--- config.mk ---
export PLATFORM = sky130hd
export DESIGN_NAME = deepc_ctrl
export DESIGN_NICKNAME = d
export VERILOG_FILES = /design/src/shared/deepc_pkg.sv /design/src/shared/deepc_mem_if.sv /design/src/hw/deepc_mem.sv /design/src/hw/deepc_ctrl.sv
export SDC_FILE = /design/constraint.sdc
export NUM_CORES = 2
export LEC_CHECK = 0
export BUFFER_PORTS_ARGS = -buffer_cell sky130_fd_sc_hd__buf_2
export CELL_PAD_IN_SITES_DETAIL_PLACEMENT = 1
export CELL_PAD_IN_SITES_GLOBAL_PLACEMENT = 2
export CORE_MARGIN = 4
export CORE_UTILIZATION = 44
export DETAILED_ROUTE_END_ITERATION = 6
export PLACE_DENSITY_LB_ADDON = 0.12
export SLEW_MARGIN = 25
export SYNTH_ARGS = -nofsm -noshare
export SYNTH_HDL_FRONTEND = slang
export SYNTH_SLANG_ARGS = --single-unit
export TNS_END_PERCENT = 1
--- constraint.sdc ---
create_clock -name clk_i -period 5.9 [get_ports clk_i]
set_input_delay 0 -clock clk_i [delete_from_list [all_inputs] [get_ports clk_i]]
set_output_delay 0 -clock clk_i [all_outputs]
set_load 0.005 [all_outputs]
--- src/shared/deepc_pkg.sv ---
package deepc_pkg;
    localparam int DEEPC_AW = 7;
    localparam int DEEPC_COLW = 5;
    localparam int DEEPC_ROWW = DEEPC_AW - DEEPC_COLW;
    localparam int DEEPC_NLAT = 32;
    // Byte addresses on the Wishbone slave
    localparam logic [7:0] DEEPC_CSR_ADDR = 8'h30;
    localparam logic [7:0] DEEPC_OPT_ADDR = 8'h34;
    // Area select: adr_i[8] high reaches the array
    localparam int DEEPC_AREA_BIT = 8;
    localparam int DEEPC_LAT_BIT = 1;
    localparam int DEEPC_PGM_BIT = 0;
    localparam logic [7:0] DEEPC_CSR_RST = 8'h00;
    localparam logic [7:0] DEEPC_ERASED = 8'hFF;
    localparam int DEEPC_PROG_CYC = 1000;
    localparam int DEEPC_CNTW = 20;
    typedef enum logic [4:0] {
        DEEPC_IDLE  = 5'b0_0001,
        DEEPC_PROG  = 5'b0_0010,
        DEEPC_WAIT  = 5'b0_0100,
        DEEPC_HALT  = 5'b0_1000,
        DEEPC_ERASE = 5'b1_0000
    } deepc_state_e;
endpackage

--- src/shared/deepc_mem_if.sv ---
interface deepc_mem_if #(parameter int AW = 7);
    logic we;
    logic [AW-1:0] waddr;
    logic [7:0] wdata;
    logic [AW-1:0] raddr;
    logic [7:0] rdata;
    modport ctrl (output we, output waddr, output wdata, output raddr, input rdata);
    modport mem (input we, input waddr, input wdata, input raddr, output rdata);
endinterface

--- src/hw/deepc_mem.sv ---
module deepc_mem
    import deepc_pkg::*;
#(
    parameter int AW = DEEPC_AW
) (
    // Clock
    input wire logic clk_i,
    // Port
    deepc_mem_if.mem m
);
    logic [7:0] cell_q [2**AW];
    logic [7:0] rdata_q;

    always_ff @(posedge clk_i) begin
        if (m.we) begin
            cell_q[m.waddr] <= m.wdata;
        end
        rdata_q <= cell_q[m.raddr];
    end
    assign m.rdata = rdata_q;
endmodule

--- src/hw/deepc_ctrl.sv ---
// Functional notes
// RL1: Read mode returns stored array bytes.
// RL2: Software sets latch bit, start bit clear.
// RL3: Write mode captures bytes into 32 latches.
// RL4: Start bit programs all captured latches.
// RL5: Row comes from last array write.
// RL6: Software keeps one row between programs.
// RL7: Cycle end clears start and latch together.
// RL8: Latches clear at end, latch-bit fall.
// RL9: Latched data is never readable.
// RL10: Wait request waits for running cycle.
// RL11: Halt request aborts programming at once.
// RL12: Array read in write mode undriven.
// RL13: Read-mode writes are not latched.
// RL14: Software must not abort a cycle.
// RL15: Protection blocks outside read and rewrite.
// RL16: Protection removal erases whole array.
// RL17: Control register resets zero, bits 7:2 zero.
// RL18: Latch bit software clear needs start clear.
// RL19: Start bit reads one while programming.
// RL20: Cycle length timed internally.
// RL21: Cycle length is a parameter.
// RL22: Row register loads on accepted writes.
//
// Added by the designer: register access over Wishbone.
module deepc_ctrl
    import deepc_pkg::*;
#(
    parameter int PROG_CYC = DEEPC_PROG_CYC
) (
    // System
    input wire logic clk_i,
    input wire logic rst_i,
    // Wishbone slave
    input wire logic cyc_i,
    input wire logic stb_i,
    input wire logic we_i,
    input wire logic [15:0] adr_i,
    input wire logic [0:0] sel_i,
    input wire logic [7:0] dat_i,
    output logic [7:0] dat_o,
    output logic ack_o,
    output logic dat_oe_o,
    // Power and option
    input wire logic wait_req_i,
    input wire logic halt_req_i,
    input wire logic protect_i,
    input wire logic ext_access_i,
    output logic wait_o,
    output logic erase_busy_o,
    output logic flash_erase_o
);
    localparam int ROWW = DEEPC_ROWW;
    localparam logic [DEEPC_CNTW-1:0] PROG_LAST = DEEPC_CNTW'(PROG_CYC - 1);
    localparam logic [DEEPC_CNTW-1:0] ERASE_LAST = DEEPC_CNTW'(2**DEEPC_AW - 1);

    deepc_mem_if #(.AW(DEEPC_AW)) mif ();
    deepc_mem #(.AW(DEEPC_AW)) u_mem (.clk_i(clk_i), .m(mif));

    function automatic logic is_area(input logic [15:0] a);
        return a[DEEPC_AREA_BIT];
    endfunction

    // Option input comes from pins, synchronise first
    logic prot_s1_q, prot_s2_q, prot_s3_q;
    logic ext_s1_q, ext_s2_q;
    always_ff @(posedge clk_i) begin
        prot_s1_q <= protect_i;
        prot_s2_q <= prot_s1_q;
        prot_s3_q <= prot_s2_q;
        ext_s1_q <= ext_access_i;
        ext_s2_q <= ext_s1_q;
    end
    logic prot_fall;
    assign prot_fall = prot_s3_q & ~prot_s2_q;

    deepc_state_e st_q, st_d;
    logic lat_q, lat_d, pgm_q, pgm_d;
    logic [7:0] latch_q [DEEPC_NLAT];
    logic [7:0] latch_d [DEEPC_NLAT];
    logic [DEEPC_NLAT-1:0] used_q, used_d;
    logic [ROWW-1:0] row_q, row_d;
    logic [DEEPC_CNTW-1:0] cnt_q, cnt_d;
    logic ack_q, ack_d, oe_q, oe_d;
    logic [7:0] dat_q, dat_d;
    logic rd_pend_q, rd_pend_d;

    logic req, wr, csr_hit, opt_hit, area_hit, blocked;
    assign req = cyc_i & stb_i & ~ack_q;
    assign wr = req & we_i & sel_i[0];
    assign csr_hit = adr_i[7:0] == DEEPC_CSR_ADDR && !is_area(adr_i);
    assign opt_hit = adr_i[7:0] == DEEPC_OPT_ADDR && !is_area(adr_i);
    assign area_hit = is_area(adr_i);
    // Outside access under protection sees nothing of the array, only the control and option registers
    assign blocked = prot_s2_q & ext_s2_q; // see RL15

    logic [7:0] csr_rd;
    assign csr_rd = {6'h00, lat_q, pgm_q}; // see RL17

    logic [DEEPC_COLW-1:0] prog_col;
    assign prog_col = cnt_q[DEEPC_COLW-1:0];

    always_comb begin
        st_d = st_q;
        lat_d = lat_q;
        pgm_d = pgm_q;
        latch_d = latch_q;
        used_d = used_q;
        row_d = row_q;
        cnt_d = cnt_q;
        ack_d = 1'b0;
        oe_d = 1'b0;
        dat_d = dat_q;
        rd_pend_d = 1'b0;
        mif.we = 1'b0;
        mif.waddr = {row_q, prog_col};
        mif.wdata = latch_q[prog_col] & mif.rdata;
        // Column 0 primed, so the first step of a cycle sees its old cell
        mif.raddr = {row_q, {DEEPC_COLW{1'b0}}};
        if (rd_pend_q) begin
            dat_d = mif.rdata; // see RL1
            oe_d = 1'b1;
            ack_d = 1'b1;
        end
        if (req && !rd_pend_q && st_q != DEEPC_HALT && st_q != DEEPC_ERASE) begin
            if (area_hit && !we_i) begin
                if (lat_q || blocked) begin
                    ack_d = 1'b1; // see RL12
                    oe_d = 1'b0; // see RL9
                end else if (st_q == DEEPC_IDLE) begin
                    mif.raddr = adr_i[DEEPC_AW-1:0];
                    rd_pend_d = 1'b1;
                end
            end else begin
                ack_d = 1'b1;
                oe_d = !we_i;
                dat_d = csr_hit ? csr_rd : (opt_hit ? {7'h00, prot_s2_q} : 8'h00);
            end
            if (wr && area_hit && lat_q && !pgm_q && !blocked) begin // see RL13
                latch_d[adr_i[DEEPC_COLW-1:0]] = latch_q[adr_i[DEEPC_COLW-1:0]] & dat_i; // see RL3
                used_d[adr_i[DEEPC_COLW-1:0]] = 1'b1;
                row_d = adr_i[DEEPC_AW-1:DEEPC_COLW]; // see RL5 RL22
            end
            // Write in read mode is dropped
            if (wr && csr_hit) begin
                if (dat_i[DEEPC_LAT_BIT]) begin
                    lat_d = 1'b1;
                end else if (!pgm_q) begin
                    lat_d = 1'b0; // see RL18
                end
                if (dat_i[DEEPC_PGM_BIT] && lat_q && !pgm_q && st_q == DEEPC_IDLE) begin
                    pgm_d = 1'b1; // see RL19
                    st_d = DEEPC_PROG;
                    cnt_d = '0;
                end else if (!dat_i[DEEPC_PGM_BIT] && pgm_q) begin
                    pgm_d = 1'b0; // see RL14
                    lat_d = dat_i[DEEPC_LAT_BIT];
                    st_d = DEEPC_IDLE;
                end
            end
        end
        unique case (st_q)
            DEEPC_IDLE: begin
                // A start taken in this cycle runs first, wait follows
                if (wait_req_i && !pgm_d) begin // see RL10
                    st_d = DEEPC_WAIT;
                end
            end
            DEEPC_PROG: begin
                mif.raddr = {row_q, DEEPC_COLW'(cnt_q + 1'b1)};
                if (cnt_q < DEEPC_CNTW'(DEEPC_NLAT)) begin
                    mif.we = used_q[prog_col]; // see RL4
                end
                cnt_d = cnt_q + 1'b1; // see RL20 RL21
                if (cnt_q == PROG_LAST) begin
                    pgm_d = 1'b0; // see RL7
                    lat_d = 1'b0;
                    st_d = wait_req_i ? DEEPC_WAIT : DEEPC_IDLE; // see RL10
                end
            end
            DEEPC_WAIT: begin
                if (!wait_req_i) begin
                    st_d = DEEPC_IDLE;
                end
            end
            DEEPC_HALT: begin
                if (!halt_req_i) begin
                    st_d = DEEPC_IDLE;
                end
            end
            DEEPC_ERASE: begin
                mif.we = 1'b1; // see RL16
                mif.waddr = cnt_q[DEEPC_AW-1:0];
                mif.wdata = DEEPC_ERASED;
                cnt_d = cnt_q + 1'b1;
                if (cnt_q == ERASE_LAST) begin
                    st_d = DEEPC_IDLE;
                end
            end
        endcase
        if (halt_req_i && st_q != DEEPC_ERASE) begin
            st_d = DEEPC_HALT; // see RL11
            mif.we = 1'b0;
            pgm_d = 1'b0;
            lat_d = 1'b0;
        end
        if (prot_fall) begin
            st_d = DEEPC_ERASE;
            cnt_d = '0;
            pgm_d = 1'b0;
            lat_d = 1'b0;
        end
        // Latches cleared at cycle end or latch-bit fall
        if (lat_q && !lat_d) begin
            for (int i = 0; i < DEEPC_NLAT; i++) begin
                latch_d[i] = DEEPC_ERASED; // see RL8
            end
            used_d = '0;
        end
    end

    always_ff @(posedge clk_i) begin
        if (rst_i) begin
            st_q <= DEEPC_IDLE;
            lat_q <= DEEPC_CSR_RST[DEEPC_LAT_BIT];
            pgm_q <= DEEPC_CSR_RST[DEEPC_PGM_BIT];
            for (int i = 0; i < DEEPC_NLAT; i++) begin
                latch_q[i] <= DEEPC_ERASED;
            end
            used_q <= '0;
            row_q <= '0;
            cnt_q <= '0;
            ack_q <= 1'b0;
            oe_q <= 1'b0;
            dat_q <= DEEPC_CSR_RST;
            rd_pend_q <= 1'b0;
        end else begin
            st_q <= st_d;
            lat_q <= lat_d;
            pgm_q <= pgm_d;
            latch_q <= latch_d;
            used_q <= used_d;
            row_q <= row_d;
            cnt_q <= cnt_d;
            ack_q <= ack_d;
            oe_q <= oe_d;
            dat_q <= dat_d;
            rd_pend_q <= rd_pend_d;
        end
    end

    assign ack_o = ack_q;
    assign dat_o = dat_q;
    assign dat_oe_o = oe_q;
    assign wait_o = st_q == DEEPC_WAIT || st_q == DEEPC_HALT;
    assign erase_busy_o = st_q == DEEPC_ERASE;
    assign flash_erase_o = st_q == DEEPC_ERASE;

    // Checker helpers: software abort strobe and start-bit run length
    localparam logic [DEEPC_CNTW-1:0] RUN_LEN = DEEPC_CNTW'(PROG_CYC);
    logic sw_abort;
    assign sw_abort = wr && csr_hit && !dat_i[DEEPC_PGM_BIT];
    logic [DEEPC_CNTW-1:0] run_q, run_d;
    always_comb begin
        run_d = pgm_q ? run_q + 1'b1 : '0;
    end
    always_ff @(posedge clk_i) begin
        if (rst_i) begin
            run_q <= '0;
        end else begin
            run_q <= run_d;
        end
    end

    end_clears_both_a: assert property (@(posedge clk_i) disable iff (rst_i) // see RL7
        $fell(pgm_q) && !$past(halt_req_i) |-> !lat_q) else $error("start cleared without latch");
    csr_zero_bits_a: assert property (@(posedge clk_i) disable iff (rst_i) // see RL17
        req && csr_hit && !we_i && !rd_pend_q && st_q != DEEPC_HALT && st_q != DEEPC_ERASE
        |=> ack_q && dat_q[7:2] == 6'h00) else $error("reserved bits not zero");
    prog_length_a: assert property (@(posedge clk_i) disable iff (rst_i) // see RL20 RL21
        $fell(pgm_q) && !$past(halt_req_i) && !$past(prot_fall) && !$past(sw_abort)
        |-> run_q == RUN_LEN) else $error("cycle length wrong");
    latch_read_float_a: assert property (@(posedge clk_i) disable iff (rst_i) // see RL12
        req && area_hit && !we_i && lat_q && !rd_pend_q && st_q == DEEPC_IDLE |=> ack_q && !dat_oe_o)
        else $error("latched read drove bus");
    readmode_nolatch_a: assert property (@(posedge clk_i) disable iff (rst_i) // see RL13
        !lat_q |=> used_q == '0 || $stable(used_q)) else $error("write latched in read mode");
    lat_clear_guard_a: assert property (@(posedge clk_i) disable iff (rst_i) // see RL18
        $fell(lat_q) && $past(pgm_q) |-> !pgm_q) else $error("latch cleared while busy");
    halt_abort_a: assert property (@(posedge clk_i) disable iff (rst_i) // see RL11
        halt_req_i && !erase_busy_o && !prot_fall |=> !pgm_q && wait_o) else $error("halt did not abort");
    latch_fall_clear_a: assert property (@(posedge clk_i) disable iff (rst_i) // see RL8
        $fell(lat_q) |-> used_q == '0) else $error("latches kept after fall");
endmodule

Word level (Yosys, flattened, before mapping)
Memories as Yosys holds them, arrays and structs flattened. A register that Yosys moved wholly into a read port is not among the register bits.
Cells that the tools add are included.
{"block": "classes", "addsub": 1, "n_lt_le_gt_ge": 7, "n_eq_ne": 11, "n_mux": 71, "bitwise": 15, "n_reduce_logical": 40}
{"op": "$bwmux W256", "n": 1}
{"op": "$bmux W8 S5", "n": 2}
{"op": "$mux W20", "n": 4}
{"op": "$mux W8", "n": 9}
{"op": "$mux W5", "n": 11}
{"op": "$mux W7", "n": 6}
{"op": "$demux W8 S5", "n": 1}
{"op": "$or A32 B32 Y32", "n": 1}
{"op": "$mux W1", "n": 31}
{"op": "$pmux W5 S5", "n": 1}
{"op": "$add A20 B1 Y20 const B", "n": 1}
{"op": "$eq A20 B10 Y1 const B", "n": 1}
{"op": "$eq A20 B7 Y1 const B", "n": 1}
{"op": "$logic_and A1 B1 Y1", "n": 20}
{"op": "$lt A20 B6 Y1 const B", "n": 1}
{"op": "$and A8 B8 Y8", "n": 2}
{"op": "$eq A8 B6 Y1 const B", "n": 2}
{"op": "$ge A6 B6 Y1 const B", "n": 2}
{"op": "$lt A5 B6 Y1 const B", "n": 2}
{"op": "$not A5 Y6", "n": 2}
{"op": "$logic_not A1 Y1", "n": 8}
{"op": "$and A1 B1 Y1", "n": 6}
{"op": "$lt A6 B1 Y1 const B", "n": 1}
{"op": "$reduce_bool A2 Y1", "n": 3}
{"op": "20 further kinds", "n": 26}
{"block": "totals", "register_bits": 333, "ramBits": 1024, "inputBits": 34, "wordCells": 195, "n_memories": 1}
{"memory": "u_mem.cell_q", "depth": 128, "width": 8, "rd": 1, "rd_ports_with_merged_regs": 1, "wr": 1, "line_no": "deepc_mem.sv:11", "text": "logic [7:0] cell_q [2**AW];"}

Logic depth before layout (Yosys ltp)
{"block": "logic_depth", "depth_word": 14, "mapped_depth": 17}

Cells and area by module
From an unflattened synthesis, not the netlist that was laid out.
{"block": "unflattened", "hier_cells": 3357, "area_unflattened_um2": 56513.0}
{"mod": "deepc_mem", "n_inst": 1, "cells_each": 1635, "area_each_um2": 39665.5, "seq_area_each_um2": 30909.6}
{"mod": "deepc_ctrl", "n_inst": 1, "cells_each": 1722, "area_each_um2": 16847.4, "seq_area_each_um2": 6666.4}

Worst setup path before layout
Ideal clock, no wire load.
{"block": "synth_path", "path_kind": "register -> register", "start": "register cnt_q[1]", "end": "memory u_mem.cell_q[0][5] (data pin)", "setup_ns": 0.510, "arrival_time_ns": 3.856, "required_ns": 5.390, "setup_slack_ns": 1.533, "stages_incl_launch_ff": 13, "path_buffers": 5, "synth_period_minus_slack_ns": 4.367, "cell_sequence": "dfxtp_1 clkbuf_1 clkbuf_1 and3_1 clkbuf_1 clkbuf_1 clkbuf_1 a22oi_1 nand4_1 o21ai_0 o21ai_0 nand2_1 nand2_1"}
{"block": "synth_via", "elab_chain_cells": 6}
{"element": "start: declaration", "line_no": "deepc_ctrl.sv:83", "text": "logic [DEEPC_CNTW-1:0] cnt_q, cnt_d;"}
{"element": "start signal: assignment", "line_no": "deepc_ctrl.sv:244", "text": "cnt_q <= cnt_d;"}
{"element": "$not A5 Y6 (implied by the code)", "line_no": "deepc_ctrl.sv:117", "text": "mif.wdata = latch_q[prog_col] & mif.rdata;"}
{"element": "$bmux W8 S5", "line_no": "deepc_ctrl.sv:117"}
{"element": "$mux W8 (implied by the code) (2 in a row)", "line_no": "deepc_ctrl.sv:117"}
{"element": "$and A8 B8 Y8", "line_no": "deepc_ctrl.sv:117"}
{"element": "$mux W8", "line_no": "deepc_ctrl.sv:162", "text": "unique case (st_q)"}
{"element": "via mif.wdata[5]", "line_no": "deepc_mem_if.sv:4", "text": "logic [7:0] wdata;"}
{"element": "end: declaration", "line_no": "deepc_mem.sv:11"}
The timed path passes the listed nets, and every way through them passes these cells. The select of a mux whose other input is x is not followed.

Worst setup path in the final report
{"block": "layout_path", "start": "register cnt_q[1]", "end": "memory u_mem.cell_q[127][5], enable pin"}
{"block": "layout_via", "elab_chain_cells": 7, "elab_cells_between_ends": 9}
{"element": "parallel branches: the longest is 7 deep, another holds $lt A20 B6 Y1"}
Several ways; the timed one is not identified. The select of a mux whose other input is x is not followed.

==> results.yml <==
critical_path:
  crit_fanout: 22
  worstSetupEndpoint: "u_mem.cell_q[127][5]"
  cpPeakStageDelay_ps: 970
  crit_slowest_cell: "dfxtp_1"
  startpoint: "cnt_q[1]"
  timing.rr.end: "u_mem.cell_q[127][5]"
  cp_common_cell: "o21ai_0"
  critPathKind: "flop to flop"
  r2r.worst_path.cells: 9
  path_cells: "mux4_2, o22ai_1, o21ai_0, o21ai_0, a21oi_1, a41o_1, nand2_1, buf_4, nor2_1"
  critical-path-top-delay-family: "compound AO/OA/AOI/OAI gates"
  crit_arrival_ps: 5060
  worst-path-buf-inv: 1
  regToRegStartpoint: "cnt_q[1]"
  start_kind: "flop"
  crit_path_end_kind: "flop"
  worstPathRequired_ps: 6300
  r2r_slack_ps: 1240
  worst-path-stages: 9
drt:
  drtIter0Drc: 4112
  num_vias: 41138
  routed_wl_mm: 194
  post_drt_wl_per_cell_um: 28.4
  first_pass_iters: 5
  drc: 0
  antenna_left: 0
  viasPerCell: 6.02
sta:
  hold_ws_ps: 106
  relSlewSlack_pct: 24.0
  setup_viol: 0
  post-route-period-util_pct: 79.0
  tns_ps: 0
  post-route-min-period_ps: 4660
  finalClockSkew_ps: 27.0
  worstMarginPinSlew_ps: 1140
  finalWorstSetupSlack_ps: 1240
  rsz0062_at_grt: "false"
  finalMaxSlewViolations: 0
  max_freq_mhz: 214
  finalHoldViolations: 0
synthesis:
  synthesis.area_um2: 57500
  yosys_warnings: 0
  synth_mux_area_share_pct: 6.69
  synth_nets: 4949
  synth.most_common_cell: "nand2_1"
  syn_inst: 4914
  syn_avg_cell_area_um2: 11.7
  synthTopCellsByArea: "edfxtp_1 (53%), dfxtp_1 (12%), nand2_1 (8.1%), nand3_1 (4.4%), mux2i_1 (3.4%)"
  ys_seq_area_share_pct: 65.4
  async_flop_share_pct: 0
  ys_seq_elements: 1365
  synth_top_family_by_area: "simple AND/OR/NAND/NOR gates"
  synth_compound_area_share_pct: 8.24
  synth_xor_area_share_pct: 0.0609
  synth_top_cell_by_area: "edfxtp_1"
  synthAdderAreaFrac_pct: 0.0218
  synth_top_cell_area_share_pct: 53.5
  synthSimpleGateAreaFrac_pct: 16.9
  ys.flop_type: "edfxtp_1"
  ys_types: 78
  synth_edf_count: 1024
  yosys-top-cells-count: "nand2_1 (1244), edfxtp_1 (1024), nand3_1 (508)"
finish:
  instances_no_fill: 6836
  post-route-util_pct: 50.2
  final_layout_size_suffix_gt1_share_pct: 10.9
  layout-area-overhead-vs-synth_pct: 13.2
  final_area_um2: 65100
  final_nets: 5004
  fillers: 13319
  ff_latch_area_um2: 37600
  multiInputGateArea_um2: 18600
power:
  ir_drop_mv: 0.314
  p_leak_nw: 23.3
  power.density_nw_per_um2: 308
  power.total_mw: 20.1
cts:
  clk-insertion-delay-late_ps: 790
  cts_tree: "built"
  h-tree-depth: 4
  cts_buffers: 153
  cts_root_buffer: "clkbuf_16"
  clk_pin_slew_ps: 60
  cts.path.max_buffers: 3
  cts_sinks: 1365
grt:
  grt_max_degree: 129
  first_global_vias: 41484
  antenna_found_initial: 12
  grt_pass1_wl_mm: 286
  grtUsageTotal_pct: 28.3
  grt.overflow.total: 0
floorplanning:
  die_width_um: 369
  initial_core_util_pct: 44.3
  die_area_um2: 137000
  ios: 47
  core_area_um2: 130000
  rows: 132
  die_h_um: 369
placed_design:
  io_buffer_count: 39
  gp_routability_congestion: 0.836
  pre_cts_slack_ps: 1280
  placed_cells: 6526
  place_area_um2: 60100
  place_hpwl_mm: 123
min_path:
  hp-class: "input pin to flop"
  hold_start: "adr_i[4]"
run:
  drv_cap: 0
outcome:
  status: "finished clean"
-- layer usage --
layer | routed length, um | global-route usage (%)
met1 | 84400 | 39.7
met2 | 91500 | 45.4
met3 | 12100 | 4.37
met4 | 6310 | 9.22
met5 | 29 | 0
-- state kept, by name, summed over array words and instances, names as in the netlist, 2 cells and up --
| name | count |
|---|---|
| u_mem.m.rdata | 8 |
| row_q | 2 |
| u_mem.cell_q | 1024 |
| latch_q | 256 |
| cnt_q | 20 |
| dat_o | 8 |
| used_q | 32 |
| st_q | 5 |
-- cell type report --
cell class / count / share of cell area, %
Sequential cell: 1365 / 57.8
Inverter: 10 / 0.0577
Timing Repair Buffer: 224 / 3.12
Clock buffer: 209 / 6.41
Antenna cell: 2 / 0.00769
Tap cell: 1742 / 3.35
Multi-Input combinational cell: 3215 / 28.6
Clock inverter: 69 / 0.742
-- cells in the final DEF (no fill, tap or decap), types with 14 or more instances in the layout --
master / n
a22o_1: 45
mux2i_1: 193
dfxtp_1: 340
dlygate4sd3_1: 30
and3_1: 39
clkinv_2: 24
nand3_1: 508
clkinv_1: 27
o211ai_1: 53
a311oi_1: 24
edfxtp_1: 1024
a211oi_1: 26
nand2_1: 1236
buf_12: 29
buf_2: 37
nor3_1: 47
o22ai_1: 19
nor2_1: 252
a21oi_1: 124
a221oi_1: 40
buf_4: 127
or3_1: 14
a31oi_1: 28
o31ai_1: 16
a22oi_1: 80
o21a_1: 34
nand4_1: 50
clkbuf_1: 42
clkbuf_16: 154
a32oi_1: 24
mux4_2: 79
o21ai_0: 93
-- kinds of logic after synthesis --
kind of cell | after synthesis
AOI/OAI and AO/OA | 677
muxes | 284
and+or+nand+nor | 2249
DFF | 1365
xor gates and xnor gates | 4
buffers and inverters | 334
adders and majority gates | 1
-- where the power goes --
group / leakage (nW) / total [mW] / internal, mW / switching, mW
Combinational: 9.03 / 0.643 / 0.153 / 0.490
Clock: 2.28 / 9.03 / 5.12 / 3.91
Sequential: 12.0 / 10.4 / 10.4 / 0.0131
-- worst min-delay path: cells and delay by family --
family / cells / cell delay [ps]
simple gates: 3 / 360
buf+inv: 1 / 280
compound gates: 1 / 150
-- how the worst min path moves through the flow --
| stage | to | slack (ps) | cells past startpoint |
|---|---|---|---|
| floorplan | ext_s1_q | 30 | 0 |
| global route | latch_q[211] | 110 | 5 |
| CTS | pgm_q | 20 | 6 |
| detailed placement | prot_s1_q | 110 | 1 |
| global placement | ext_s1_q | 110 | 1 |
| finish | latch_q[251] | 110 | 5 |
-- timing repair --
| item | 4_1_cts | 5_1_grt |
|---|---|---|
| endpoints found under the hold margin | 141 | 0 |
| resized for setup | 0 | 0 |
| hold buffers | 30 | 0 |
| buffers inserted | 0 | 0 |
Power figures use the tool's default switching activity.
